--- config.mk ---
export PLATFORM = sky130hd
export DESIGN_NAME = ppfm_top
export DESIGN_NICKNAME = d
export VERILOG_FILES = /design/src/rtl/ppfm_pkg.sv /design/src/rtl/ppfm_sync.sv /design/src/rtl/ppfm_top.sv
export VERILOG_INCLUDE_DIRS = /design/src /design/src/rtl
export SDC_FILE = /design/constraint.sdc
export NUM_CORES = 1
export LEC_CHECK = 0
export BUFFER_PORTS_ARGS = -buffer_cell sky130_fd_sc_hd__buf_2
export CAP_MARGIN = 10
export CORE_ASPECT_RATIO = 0.75
export CORE_MARGIN = 2
export CORE_UTILIZATION = 51
export CTS_CLUSTER_DIAMETER = 50
export DETAILED_ROUTE_END_ITERATION = 10
export PLACE_DENSITY = 0.8
export SKIP_LAST_GASP = 1
export SLEW_MARGIN = 0
export SYNTH_ARGS = -nofsm -noshare
export SYNTH_HDL_FRONTEND = slang
export SYNTH_SLANG_ARGS = --single-unit
--- constraint.sdc ---
create_clock -name mclk_i -period 1.6 [get_ports mclk_i]
set_input_delay 0.08 -clock mclk_i [delete_from_list [all_inputs] [get_ports mclk_i]]
set_output_delay 0.08 -clock mclk_i [all_outputs]
set_load 0.01 [all_outputs]
--- src/rtl/ppfm_defs.svh ---
`ifndef PPFM_DEFS_SVH
`define PPFM_DEFS_SVH
// ==========================================================
// register offsets (word indices decoded from wb_adr_i[5:2], one word each)
`define PPFM_ADR_P1_LATCH 4'h0
`define PPFM_ADR_P2_LATCH 4'h1
`define PPFM_ADR_P3_LATCH 4'h2
`define PPFM_ADR_P1_ANA 4'h3
`define PPFM_ADR_P3_ANA 4'h4
`define PPFM_ADR_TRAP_EN 4'h5
`define PPFM_ADR_TRAP_LVL 4'h6
`define PPFM_ADR_CTRL 4'h7
`define PPFM_ADR_P1_PIN 4'h8
`define PPFM_ADR_P2_PIN 4'h9
`define PPFM_ADR_P3_PIN 4'hA
`define PPFM_ADR_STATUS 4'hB
// ==========================================================
// reset values
`define PPFM_RST_LATCH 8'hFF
`define PPFM_RST_ANA 4'h0
`define PPFM_RST_TRAP 3'h0
`define PPFM_RST_CTRL 2'h0
// ==========================================================
// control register fields
`define PPFM_CTRL_SYNC 0
`define PPFM_CTRL_EXT_IRQ2_PIN 1
// ==========================================================
// pin positions on port 3
`define PPFM_P3_RXD 0
`define PPFM_P3_TXD 1
`define PPFM_P3_WR 6
`define PPFM_P3_RD 7
`endif

--- src/rtl/ppfm_pkg.sv ---
package ppfm_pkg;
    // external bus phase seen by the pin mux
    typedef enum logic [1:0] {
        PPFM_BUS_IDLE,
        PPFM_BUS_FETCH,
        PPFM_BUS_DATA16,
        PPFM_BUS_DATA8
    } ppfm_bus_t;
endpackage

--- src/rtl/ppfm_sync.sv ---
`timescale 1ns/1ps
// ==========================================================
// two-stage synchroniser for a pin vector
module ppfm_sync #(
    parameter int W = 8
) (
    input wire logic mclk_i,
    input wire logic reset_n_i,
    input wire logic [W-1:0] d_i,
    input wire logic [W-1:0] rst_val_i,
    output logic [W-1:0] q_o
);
    typedef struct packed {
        logic [W-1:0] s1;
        logic [W-1:0] s2;
    } ppfm_sync_state_t;
    ppfm_sync_state_t state_reg; // both stages
    ppfm_sync_state_t state_next;

    // shift pins through the stages
    always_comb begin
        state_next.s1 = d_i;
        state_next.s2 = state_reg.s1;
    end

    // stages reset high (pins idle high)
    always_ff @(posedge mclk_i or negedge reset_n_i) begin
        if (!reset_n_i) begin
            state_reg <= '1;
        end else begin
            state_reg <= state_next;
        end
    end

    assign q_o = state_reg.s2;
endmodule

--- src/rtl/ppfm_top.sv ---
`timescale 1ns/1ps
`include "ppfm_defs.svh"
// Function
// RULE1 - port1 pins 0-3 selectable as analog 0-3
// RULE2 - port3 pins 2-5 selectable as analog 4-7
// RULE3 - port1 timer2 and capture/compare pin map
// RULE4 - port3 serial receive/transmit or sync data/clock
// RULE5 - port3 pins feed interrupts, gates, counters
// RULE6 - port3 pins 6/7 drive write/read strobes
// RULE7 - port3 pin 6 may be interrupt 2
// RULE8 - trap low forces enabled compares to level
// RULE9 - port2 latch one pulls pin high
// RULE10 - port2 drives upper address on wide accesses
// RULE11 - port2 drives latch on 8-bit data accesses
// RULE12 - port0 carries muxed low address/data
// RULE13 - alternate output ANDed with latch bit
module ppfm_top (
    input wire logic mclk_i,
    input wire logic reset_n_i,
    // wishbone slave
    input wire logic wb_cyc_i,
    input wire logic wb_stb_i,
    input wire logic wb_we_i,
    input wire logic [5:0] wb_adr_i,
    input wire logic [3:0] wb_sel_i,
    input wire logic [31:0] wb_dat_i,
    output logic [31:0] wb_dat_o,
    output logic wb_ack_o,
    // core side: external bus
    input wire ppfm_pkg::ppfm_bus_t bus_phase_i,
    input wire logic [15:0] bus_addr_i,
    input wire logic [7:0] bus_wdata_i,
    input wire logic bus_wr_i,
    input wire logic bus_rd_i,
    output logic [7:0] bus_rdata_o,
    // core side: peripheral functions
    input wire logic [2:0] compare_out_i,
    input wire logic [2:0] capcom_out_i,
    input wire logic txd_i,
    input wire logic sync_data_out_i,
    output logic timer2_count_input_o,
    output logic timer2_trigger_input_o,
    output logic [2:0] capcom_in_o,
    output logic rxd_o,
    output logic ext_irq0_o,
    output logic ext_irq1_pin_o,
    output logic ext_irq2_pin_o,
    output logic timer0_gate_o,
    output logic timer1_gate_o,
    output logic timer0_count_input_o,
    output logic timer1_count_input_o,
    output logic [7:0] analog_sel_o,
    // pins
    input wire logic ccu_fault_input_i,
    input wire logic [7:0] p0_i,
    output logic [7:0] p0_o,
    output logic [7:0] p0_oe_o,
    input wire logic [7:0] p1_i,
    output logic [7:0] p1_o,
    output logic [7:0] p1_oe_o,
    input wire logic [7:0] p2_i,
    output logic [7:0] p2_o,
    output logic [7:0] p2_oe_o,
    input wire logic [7:0] p3_i,
    output logic [7:0] p3_o,
    output logic [7:0] p3_oe_o
);
    import ppfm_pkg::*;

    // ==========================================================
    // state
    typedef struct packed {
        logic [7:0] p1_latch;
        logic [7:0] port2_latch;
        logic [7:0] p3_latch;
        logic [3:0] port1_analog_sel;
        logic [3:0] port3_analog_sel;
        logic [2:0] trap_enable_reg;
        logic [2:0] compare_trap_level_reg;
        logic [1:0] ctrl;
        logic ack;
        logic [31:0] rdat;
        logic [7:0] p0_out;
        logic [7:0] p0_oe;
        logic [7:0] p1_out;
        logic [7:0] p1_oe;
        logic [7:0] p2_out;
        logic [7:0] p2_oe;
        logic [7:0] p3_out;
        logic [7:0] p3_oe;
        logic [7:0] bus_rdata;
        logic [19:0] func_in;
        logic [7:0] ana;
    } ppfm_state_t;
    ppfm_state_t state_reg; // all flops
    ppfm_state_t state_next; // their next value

    logic [7:0] p0_s; // synchronised pins
    logic [7:0] p1_s;
    logic [7:0] p2_s;
    logic [7:0] p3_s;
    logic fault_s;

    // ==========================================================
    // pin synchronisers
    ppfm_sync #(.W(8)) u_sync_p0 (.mclk_i(mclk_i), .reset_n_i(reset_n_i), .d_i(p0_i),
        .rst_val_i(8'hFF), .q_o(p0_s));
    ppfm_sync #(.W(8)) u_sync_p1 (.mclk_i(mclk_i), .reset_n_i(reset_n_i), .d_i(p1_i),
        .rst_val_i(8'hFF), .q_o(p1_s));
    ppfm_sync #(.W(8)) u_sync_p2 (.mclk_i(mclk_i), .reset_n_i(reset_n_i), .d_i(p2_i),
        .rst_val_i(8'hFF), .q_o(p2_s));
    ppfm_sync #(.W(8)) u_sync_p3 (.mclk_i(mclk_i), .reset_n_i(reset_n_i), .d_i(p3_i),
        .rst_val_i(8'hFF), .q_o(p3_s));
    ppfm_sync #(.W(1)) u_sync_f (.mclk_i(mclk_i), .reset_n_i(reset_n_i),
        .d_i(ccu_fault_input_i), .rst_val_i(1'b1), .q_o(fault_s));

    // ==========================================================
    // byte-lane merge of a write
    function automatic logic [7:0] merge8(input logic [7:0] old, input logic [31:0] d,
                                          input logic [3:0] sel);
        merge8 = sel[0] ? d[7:0] : old;
    endfunction

    // latch-gated alternate output: pin shows 0 only if latch or function is 0
    function automatic logic alt_out(input logic latch, input logic f);
        alt_out = latch & f;
    endfunction

    // ==========================================================
    // next-state logic
    always_comb begin
        logic wr;
        logic [2:0] cmp;
        logic [7:0] p1v;
        logic [7:0] p3v;
        wr = 1'b0;
        cmp = 3'h0;
        p1v = 8'h00;
        p3v = 8'h00;
        state_next = state_reg;

        // wishbone: one-cycle ack; a write lands at the edge the master sees ack
        state_next.ack = wb_cyc_i & wb_stb_i & ~state_reg.ack;
        wr = state_reg.ack & wb_cyc_i & wb_stb_i & wb_we_i;
        if (wr) begin
            case (wb_adr_i[5:2])
                `PPFM_ADR_P1_LATCH: state_next.p1_latch = merge8(state_reg.p1_latch,
                    wb_dat_i, wb_sel_i);
                `PPFM_ADR_P2_LATCH: state_next.port2_latch = merge8(state_reg.port2_latch,
                    wb_dat_i, wb_sel_i);
                `PPFM_ADR_P3_LATCH: state_next.p3_latch = merge8(state_reg.p3_latch,
                    wb_dat_i, wb_sel_i);
                `PPFM_ADR_P1_ANA: if (wb_sel_i[0]) begin
                    state_next.port1_analog_sel = wb_dat_i[3:0]; // [RULE1]
                end
                `PPFM_ADR_P3_ANA: if (wb_sel_i[0]) begin
                    state_next.port3_analog_sel = wb_dat_i[3:0]; // [RULE2]
                end
                `PPFM_ADR_TRAP_EN: if (wb_sel_i[0]) begin
                    state_next.trap_enable_reg = wb_dat_i[2:0];
                end
                `PPFM_ADR_TRAP_LVL: if (wb_sel_i[0]) begin
                    state_next.compare_trap_level_reg = wb_dat_i[2:0];
                end
                `PPFM_ADR_CTRL: if (wb_sel_i[0]) begin
                    state_next.ctrl = wb_dat_i[1:0];
                end
                default: begin
                end
            endcase
        end
        // read mux; unmapped reads as zero
        case (wb_adr_i[5:2])
            `PPFM_ADR_P1_LATCH: state_next.rdat = {24'h000000, state_reg.p1_latch};
            `PPFM_ADR_P2_LATCH: state_next.rdat = {24'h000000, state_reg.port2_latch};
            `PPFM_ADR_P3_LATCH: state_next.rdat = {24'h000000, state_reg.p3_latch};
            `PPFM_ADR_P1_ANA: state_next.rdat = {28'h0000000, state_reg.port1_analog_sel};
            `PPFM_ADR_P3_ANA: state_next.rdat = {28'h0000000, state_reg.port3_analog_sel};
            `PPFM_ADR_TRAP_EN: state_next.rdat = {29'h00000000, state_reg.trap_enable_reg};
            `PPFM_ADR_TRAP_LVL: state_next.rdat = {29'h0, state_reg.compare_trap_level_reg};
            `PPFM_ADR_CTRL: state_next.rdat = {30'h00000000, state_reg.ctrl};
            `PPFM_ADR_P1_PIN: state_next.rdat = {24'h000000, p1_s};
            `PPFM_ADR_P2_PIN: state_next.rdat = {24'h000000, p2_s};
            `PPFM_ADR_P3_PIN: state_next.rdat = {24'h000000, p3_s};
            `PPFM_ADR_STATUS: state_next.rdat = {31'h00000000, fault_s};
            default: state_next.rdat = 32'h00000000;
        endcase

        // analog selection, channels 0-3 on port1, 4-7 on port3
        state_next.ana = {state_reg.port3_analog_sel, state_reg.port1_analog_sel}; // [RULE1]

        // compare outputs, each overridden while the trap input is low and its trap_enable_reg bit is set
        for (int i = 0; i < 3; i++) begin
            cmp[i] = (!fault_s && state_reg.trap_enable_reg[i]) ?
                state_reg.compare_trap_level_reg[i] : compare_out_i[i]; // [RULE8]
        end

        // port1 pin values: capcom on 2/4/6, compare on 3/5/7
        p1v = state_reg.p1_latch;
        for (int i = 0; i < 3; i++) begin
            p1v[2 + 2 * i] = alt_out(state_reg.p1_latch[2 + 2 * i], capcom_out_i[i]); // [RULE3]
            p1v[3 + 2 * i] = alt_out(state_reg.p1_latch[3 + 2 * i], cmp[i]); // [RULE13]
        end
        // quasi-bidirectional: only a zero is driven; analog pins never driven
        state_next.p1_out = p1v;
        state_next.p1_oe = ~p1v & ~{4'h0, state_reg.port1_analog_sel}; // [RULE1]

        // port3: serial, strobes, latch elsewhere
        p3v = state_reg.p3_latch;
        p3v[`PPFM_P3_RXD] = state_reg.ctrl[`PPFM_CTRL_SYNC] ?
            alt_out(state_reg.p3_latch[`PPFM_P3_RXD], sync_data_out_i) :
            state_reg.p3_latch[`PPFM_P3_RXD]; // [RULE4]
        p3v[`PPFM_P3_TXD] = alt_out(state_reg.p3_latch[`PPFM_P3_TXD], txd_i); // [RULE4]
        p3v[`PPFM_P3_WR] = alt_out(state_reg.p3_latch[`PPFM_P3_WR], ~bus_wr_i); // [RULE6]
        p3v[`PPFM_P3_RD] = alt_out(state_reg.p3_latch[`PPFM_P3_RD], ~bus_rd_i); // [RULE6]
        state_next.p3_out = p3v;
        state_next.p3_oe = ~p3v & ~{2'b00, state_reg.port3_analog_sel, 2'b00}; // [RULE2]
        // strobes drive actively while a cycle is under way
        if (bus_wr_i | bus_rd_i) begin
            state_next.p3_oe[`PPFM_P3_WR] = 1'b1; // [RULE6]
            state_next.p3_oe[`PPFM_P3_RD] = 1'b1;
        end

        // port2: address high byte on wide accesses, latch otherwise
        case (bus_phase_i)
            PPFM_BUS_FETCH, PPFM_BUS_DATA16: begin
                state_next.p2_out = bus_addr_i[15:8]; // [RULE10]
                state_next.p2_oe = 8'hFF;
            end
            default: begin
                state_next.p2_out = state_reg.port2_latch; // [RULE11]
                state_next.p2_oe = ~state_reg.port2_latch; // [RULE9]
            end
        endcase

        // port0: low address or write data during external accesses
        case (bus_phase_i)
            PPFM_BUS_IDLE: begin
                state_next.p0_out = 8'h00;
                state_next.p0_oe = 8'h00;
            end
            default: begin
                state_next.p0_out = bus_wr_i ? bus_wdata_i : bus_addr_i[7:0]; // [RULE12]
                state_next.p0_oe = bus_rd_i ? 8'h00 : 8'hFF;
            end
        endcase
        state_next.bus_rdata = p0_s; // [RULE12]

        // digital inputs to functions, analog pins read as high
        state_next.func_in[0] = p1_s[0] | state_reg.port1_analog_sel[0]; // [RULE3]
        state_next.func_in[1] = p1_s[1] | state_reg.port1_analog_sel[1];
        state_next.func_in[2] = p1_s[2] | state_reg.port1_analog_sel[2];
        state_next.func_in[3] = p1_s[4];
        state_next.func_in[4] = p1_s[6];
        state_next.func_in[5] = p3_s[`PPFM_P3_RXD]; // [RULE4]
        state_next.func_in[6] = p3_s[2] | state_reg.port3_analog_sel[0]; // [RULE5]
        state_next.func_in[7] = p3_s[3] | state_reg.port3_analog_sel[1];
        state_next.func_in[8] = p3_s[4] | state_reg.port3_analog_sel[2];
        state_next.func_in[9] = p3_s[5] | state_reg.port3_analog_sel[3];
        state_next.func_in[10] = state_reg.ctrl[`PPFM_CTRL_EXT_IRQ2_PIN] ?
            p3_s[`PPFM_P3_WR] : 1'b1; // [RULE7]
        state_next.func_in[19:11] = 9'h000;
    end

    // ==========================================================
    // state register
    always_ff @(posedge mclk_i or negedge reset_n_i) begin
        if (!reset_n_i) begin
            state_reg <= '0;
            state_reg.p1_latch <= `PPFM_RST_LATCH;
            state_reg.port2_latch <= `PPFM_RST_LATCH;
            state_reg.p3_latch <= `PPFM_RST_LATCH;
            state_reg.p1_out <= `PPFM_RST_LATCH;
            state_reg.p2_out <= `PPFM_RST_LATCH;
            state_reg.p3_out <= `PPFM_RST_LATCH;
            state_reg.func_in <= 20'hFFFFF;
        end else begin
            state_reg <= state_next;
        end
    end

    // ==========================================================
    // outputs straight from flops
    assign wb_ack_o = state_reg.ack;
    assign wb_dat_o = state_reg.rdat;
    assign bus_rdata_o = state_reg.bus_rdata;
    assign p0_o = state_reg.p0_out;
    assign p0_oe_o = state_reg.p0_oe;
    assign p1_o = state_reg.p1_out;
    assign p1_oe_o = state_reg.p1_oe;
    assign p2_o = state_reg.p2_out;
    assign p2_oe_o = state_reg.p2_oe;
    assign p3_o = state_reg.p3_out;
    assign p3_oe_o = state_reg.p3_oe;
    assign analog_sel_o = state_reg.ana;
    assign timer2_count_input_o = state_reg.func_in[0];
    assign timer2_trigger_input_o = state_reg.func_in[1];
    assign capcom_in_o = {state_reg.func_in[4], state_reg.func_in[3], state_reg.func_in[2]};
    assign rxd_o = state_reg.func_in[5];
    assign ext_irq0_o = state_reg.func_in[6];
    assign timer0_gate_o = state_reg.func_in[6];
    assign ext_irq1_pin_o = state_reg.func_in[7];
    assign timer1_gate_o = state_reg.func_in[7];
    assign timer0_count_input_o = state_reg.func_in[8];
    assign timer1_count_input_o = state_reg.func_in[9];
    assign ext_irq2_pin_o = state_reg.func_in[10];

    // ==========================================================
    // checks
    property p_trap;
        @(posedge mclk_i) disable iff (!reset_n_i)
        (!fault_s && state_reg.trap_enable_reg[0] && state_reg.p1_latch[3])
            |=> (p1_o[3] == $past(state_reg.compare_trap_level_reg[0]));
    endproperty
    a_trap: assert property (p_trap) else $error("trap level not forced"); // [RULE8]

    property p_addr_hi;
        @(posedge mclk_i) disable iff (!reset_n_i)
        (bus_phase_i == PPFM_BUS_DATA16) |=> (p2_o == $past(bus_addr_i[15:8])) && (&p2_oe_o);
    endproperty
    a_addr_hi: assert property (p_addr_hi) else $error("port2 lacks address"); // [RULE10]

    property p_p2_latch;
        @(posedge mclk_i) disable iff (!reset_n_i)
        (bus_phase_i == PPFM_BUS_DATA8) |=> (p2_o == $past(state_reg.port2_latch));
    endproperty
    a_p2_latch: assert property (p_p2_latch) else $error("port2 lacks latch"); // [RULE11]

    property p_p2_pull;
        @(posedge mclk_i) disable iff (!reset_n_i)
        (bus_phase_i == PPFM_BUS_IDLE && state_reg.port2_latch[0]) |=> !p2_oe_o[0];
    endproperty
    a_p2_pull: assert property (p_p2_pull) else $error("port2 one driven"); // [RULE9]

    property p_ana1;
        @(posedge mclk_i) disable iff (!reset_n_i)
        state_reg.port1_analog_sel[0] |=> !p1_oe_o[0] && timer2_count_input_o;
    endproperty
    a_ana1: assert property (p_ana1) else $error("analog pin driven"); // [RULE1]

    property p_ana3;
        @(posedge mclk_i) disable iff (!reset_n_i)
        state_reg.port3_analog_sel[2] |=> !p3_oe_o[4] && timer0_count_input_o;
    endproperty
    a_ana3: assert property (p_ana3) else $error("port3 analog pin driven"); // [RULE2]

    property p_wr;
        @(posedge mclk_i) disable iff (!reset_n_i)
        (bus_wr_i && state_reg.p3_latch[6]) |=> !p3_o[6] && p3_oe_o[6];
    endproperty
    a_wr: assert property (p_wr) else $error("write strobe missing"); // [RULE6]

    property p_latch0;
        @(posedge mclk_i) disable iff (!reset_n_i)
        !state_reg.p3_latch[1] |=> !p3_o[1];
    endproperty
    a_latch0: assert property (p_latch0) else $error("latch zero not kept"); // [RULE13]

    property p_wb;
        @(posedge mclk_i) disable iff (!reset_n_i)
        wb_ack_o |=> !wb_ack_o;
    endproperty
    a_wb: assert property (p_wb) else $error("ack held");

    property p_p0_addr;
        @(posedge mclk_i) disable iff (!reset_n_i)
        (bus_phase_i == PPFM_BUS_FETCH && !bus_wr_i) |=> (p0_o == $past(bus_addr_i[7:0]));
    endproperty
    a_p0_addr: assert property (p_p0_addr) else $error("port0 lacks low address"); // [RULE12]
endmodule

==> Yosys cells after proc, flatten, opt, wreduce, memory -nomap -nowiden <==
Index checks and enable logic that the tools add are counted.
{ "totals": {"input_bits": 116, "reg_bits": 230, "wordCells": 103, "output_inout_bits": 126} }
{ "op_classes": {"eq_ne": 13, "bitwise_logic": 33, "n_mux": 11, "reduce_logical": 15} }
{ "op_table": {"columns": ["op", "n"], "rows": [
  ["one-hot mux 8 bit (12 select lines)", 1],
  ["2-to-1 mux 16 bit", 2],
  ["inverter 8 bit", 3],
  ["AND reduction 3 bit", 8],
  ["bitwise AND 8 bit", 2],
  ["equality test 4 x 3 -> 1 bit (second input constant)", 4],
  ["equality test 4 bit (second input constant)", 4],
  ["2-to-1 mux 8 bit", 2],
  ["bitwise AND 1 bit", 15],
  ["equality test 4 x 2 -> 1 bit (second input constant)", 2],
  ["inverter 4 -> 8 bit", 1],
  ["inverter 6 -> 8 bit", 1],
  ["bitwise OR 1 bit", 8],
  ["2-to-1 mux 1 bit", 5],
  ["equality test 4 x 1 -> 1 bit (second input constant)", 1],
  ["zero test 4 bit", 1],
  ["logical AND 1 bit", 3],
  ["inverter 1 bit", 3],
  ["equality test 2 x 1 -> 1 bit (second input constant)", 1],
  ["equality test 2 bit (second input constant)", 1],
  ["zero test 2 bit", 1],
  ["2-to-1 mux 2 bit", 1],
  ["OR reduction 2 bit", 1],
  ["zero test 1 bit", 1]
]} }

==> Logic depth before layout (Yosys ltp) <==
{ "logic_depth": {"word_depth": 6, "ltp_mapped": 6, "depth_no_buf": 4} }

==> Modules after synthesis <==
From an unflattened synthesis, not the netlist that was laid out.
{ "hier_totals": {"hier_cells": 550, "hier_area_um2": 7696.1} }
{ "modules_own_cells": {"columns": ["mod", "area_per_inst_um2", "instances", "cells_each", "seq_area_each_um2"], "rows": [
  ["ppfm_top", 5962.0, 1, 484, 3402.0],
  ["ppfm_sync (u_sync_p0 ...)", 420.4, 4, 16, 420.4],
  ["ppfm_sync (u_sync_f)", 52.6, 1, 2, 52.6]
]} }

==> Least setup slack after synthesis <==
Ideal clock, no wire load.
{ "synth_timing": {"path_type": "reg2reg", "startpoint": "reg state_reg (netlist bit wb_ack_o)", "endpoint": "reg state_reg (netlist bit state_next[46])", "n_path_buf": 0, "setup_ns": 0.082, "required_time_ns": 1.518, "stages_incl_launch_ff": 5, "synth_period_minus_slack_ns": 1.400, "t_arrival_ns": 1.318, "path_slack_ns": 0.200, "cell_sequence": "dfrtp_1 > nand3_1 > nor4_2 > nand2_1 > mux2_2"} }
{ "synth_via": {"elab_chain_cells": 4} }
{ "synth_lines": {"columns": ["element", "line_no", "rtl"], "rows": [
  ["from (decl)", "ppfm_top.sv:95", "ppfm_state_t state_reg;"],
  ["from (signal assigned)", "ppfm_top.sv:278", "state_reg <= state_next;"],
  ["bitwise AND 1 bit (3 in a row)", "ppfm_top.sv:144", "wr = state_reg.ack & wb_cyc_i & wb_stb_i & wb_we_i;"],
  ["AND reduction 3 bit (no source line)", null, null]
]} }
No other way between the ends.
A chain may end at the register's enable or synchronous reset.

==> metrics.txt <==
Area Overhead vs Synth=25.0%; ant diodes=0; GPL Wtd Cong=0.888; core area=0.0145 mm2; reg2reg setup slack=-0.004 ns; TritonCTS Buffers=17; Netlist cell types=38; Die W=145 um; Clock transition at path regs=0.07 ns; Compound-Gate Fraction of Synth Area=3.62%; Layout Nets=863; CP Class=reg2reg; Clock power frac=40.7%; switching fraction of total power=23.3%; part of the power in combinational logic=8.2%; Setup crit end kind=flop; Ports=242; non-filler cells, final=959; largest net degree at the start of global routing=55; wire length per cell=17.5 um; post-route core utilization=65.7%; area share of the leading cell type in the synthesized netlist=42.9%; I/O Buffers=188; final setup TNS=-0.00375 ns; Cell Chain, Critical Path=mux2_2 -> and3_1 -> a2111oi_1 -> o32ai_1; CP startpoint kind=flop; FMAX=624 MHz; share of post-route cells with drive strength above 1=56.3%; post-route antenna net violation count=0; # Max-Cap Violations=0; Critical Path Slowest Stage Cell=a2111oi_1; initial antenna violation count=0; ranking of synthesized cells by area=dfstp_2, dfrtp_1, buf_4; Min-Delay Startpoint=compare_out_i[1]; drt first pass iters=5; DRT iter0 DRCs=328; CP arrival=1.89 ns; Synth Area in XOR/XNOR=0%; post-synthesis simple-gate area fraction=6.89%; CTS tree=built; Multi-input gate area=0.00164 mm2; final setup vio count=1; DR vias=4,650; RSZ-0062 raised after global routing=true; Layout Skew=0.00888 ns; CP max FO=3; Post-Syn Area=0.00765 mm2; Largest register FFs=26; Final Hold Fails=0; Yosys warnings=0; clk buf depth=2; die height=110 um; fillers=1,032; Initial Util=52.6%; Pwr per Cell Area=1110 mW/mm2; FF-to-FF Start=state_reg[150]; failing checks=negative setup slack; Reg area=0.00514 mm2; Residual DRC=0; H-tree Lvls=4; Synth Area in Adders=0.164%; Tot GR Track Use=21.9%; biggest cell delay along the critical path=0.42 ns; worst path required time=1.89 ns; hold crit path type=in2reg; hpwl dp=11.4 mm; Root Buffer=clkbuf_16; worst slack, placed=-0.0694 ns; clk sinks=199; Skew-Pair Late Insertion Delay=0.43 ns; status=complete, but fails checks; largest family of logic cells by synthesized area=buffers and inverters; sequential area share after synthesis=67.2%; total power=10.6 mW; syn avg cell area=13.9 um2; cell total after placement=852; number of global-route vias before repair=4,847; Period Utilization, post-route=100%; Synth area leader=dfstp_2; worst hold endpoint=p1_oe_o[5]; Seq pwr share=51.1%; worst r2r path cells=4; Psw=2.48 mW; final WL=16.8 mm; P_int=8.15 mW; max-slew violations=0; Rows=38; cells after synthesis=552; first-pass GRT wire length=26.1 mm; post-synthesis mux area share=9.29%; flop and latch count out of synthesis=199; Vias/cell=4.85; GR Overflow Total=0; final setup margin=-0.00375 ns; Lkg Pwr=4.50 nW; DIE AREA=0.0160 mm2; minimum clock period=1.60 ns; hold depth=3; VDD IR-drop max=0.798 mV; Reg-to-Reg End=wb_dat_o[1]
[placed cells by master, fill, tap and decap left out, types with 2 or more instances in the layout]
cell,n
a211o_1,3
a21oi_1,5
a221o_1,2
a22oi_1,8
a31o_2,2
and3_1,4
buf_12,3
buf_2,187
buf_4,17
bufinv_16,2
clkbuf_16,17
clkbuf_8,2
clkinvlp_4,2
conb_1,24
dfrtp_1,74
dfstp_2,125
dlygate4sd3_1,74
inv_1,11
inv_6,5
mux2_2,46
mux2i_1,17
nand2_1,31
nand2_2,2
nand2b_1,15
nand3_1,8
nor2_1,23
nor2b_1,7
nor3_1,2
o211ai_1,2
o21ai_0,7
o32ai_1,4
or2_2,7
[cell usage after synthesis (all sizes together)]
cell type and number:
nor2 23, and3 4, and2 1, conb 1
buf 124, o211ai 2, nand2 34, nor2b 7
nand3b 1, o32ai 4, o221ai 1, o21a 1
nor3 2, or3 1, mux2 46, mux2i 17
a2111oi 1, dfstp 125, a211o 3, a22oi 8
mux4 1, or2 7, a221o 2, inv 12
nand2b 15, a2bb2oi 1, a311oi 1, o21ai 7
a31o 2, a21oi 5, clkbuf 6, nand3 9
ha 1, nor4 3, dfrtp 74
[cells by family (layout without fill, tap and decap cells)]
family / Yosys count / count (layout)
flops: 199 / 199
buf+inv: 142 / 326
compound gates: 38 / 38
other cells: 1 / 24
fa+ha+maj: 1 / 1
simple gates: 107 / 107
mux: 64 / 64
[area by class of cell]
type | count | share of cell area [%]
clock inverters | 13 | 1.68
well taps | 200 | 2.62
inverters | 12 | 0.471
repair buffers | 282 | 19.7
flip-flops and latches | 199 | 53.7
clock buffers | 19 | 4.63
multi-input cells | 234 | 17.2
[per-layer routing]
| metal | global-route usage (%) | vias to the layer above | share of wire, % |
|---|---|---|---|
| met4 | 8.68 | 0 | 2.1 |
| met1 | 28.9 | 2294 | 43 |
| met3 | 6.71 | 34 | 8.9 |
| met5 | 0 | - | 0 |
| met2 | 34.5 | 252 | 46 |
| li1 | - | 2070 | - |
[worst max-delay path: cells and delay by family (launching register included)]
family,cells,cell delay [ns]
compound gates,2,0.61
simple gates,1,0.18
mux,1,0.26
flops,1,0.41
[repair_timing]
action                                  CTS  global route
hold buffers                             74             0
resized for setup                         1             6
pin swaps                                 0             1
setup buffers                             0             1
endpoints found under the setup margin   25            28
hold endpoints to repair                194             0
[through the flow]
| stage | hold WS, ns | instance area [um2] |
|---|---|---|
| floorplan | -0.216 | 7730 |
| global placement | 0.0500 | 8180 |
| detailed placement | 0.0595 | 8180 |
| CTS | 0.0103 | 9520 |
| global route | 0.0295 | 9560 |
| finish | 0.0215 | 9560 |
[power groups by stage]
stage / clock (mW) / combinational [mW] / sequential, mW
floorplan: 0 / 0.464 / 5.48
global placement: 0 / 0.689 / 5.51
detailed placement: 0 / 0.709 / 5.52
CTS: 4.41 / 0.860 / 5.43
global route: 4.62 / 0.951 / 5.46
finish: 4.33 / 0.868 / 5.44
[worst max path at each step]
stage,startpoint,to,slack [ns],cells past startpoint
5_1_grt,wb_ack_o,state_next[46],-0.001,5
3_3_place_gp,wb_ack_o,state_reg[160],0.005,4
3_5_place_dp,wb_ack_o,state_reg[157],-0.07,4
2_1_floorplan,wb_ack_o,state_next[46],0.20,4
4_1_cts,wb_ack_o,state_reg[157],-0.1,4
6_report,state_reg[150],wb_dat_o[1],-0.004,4
Note: power is estimated with default switching activity, not from simulation.
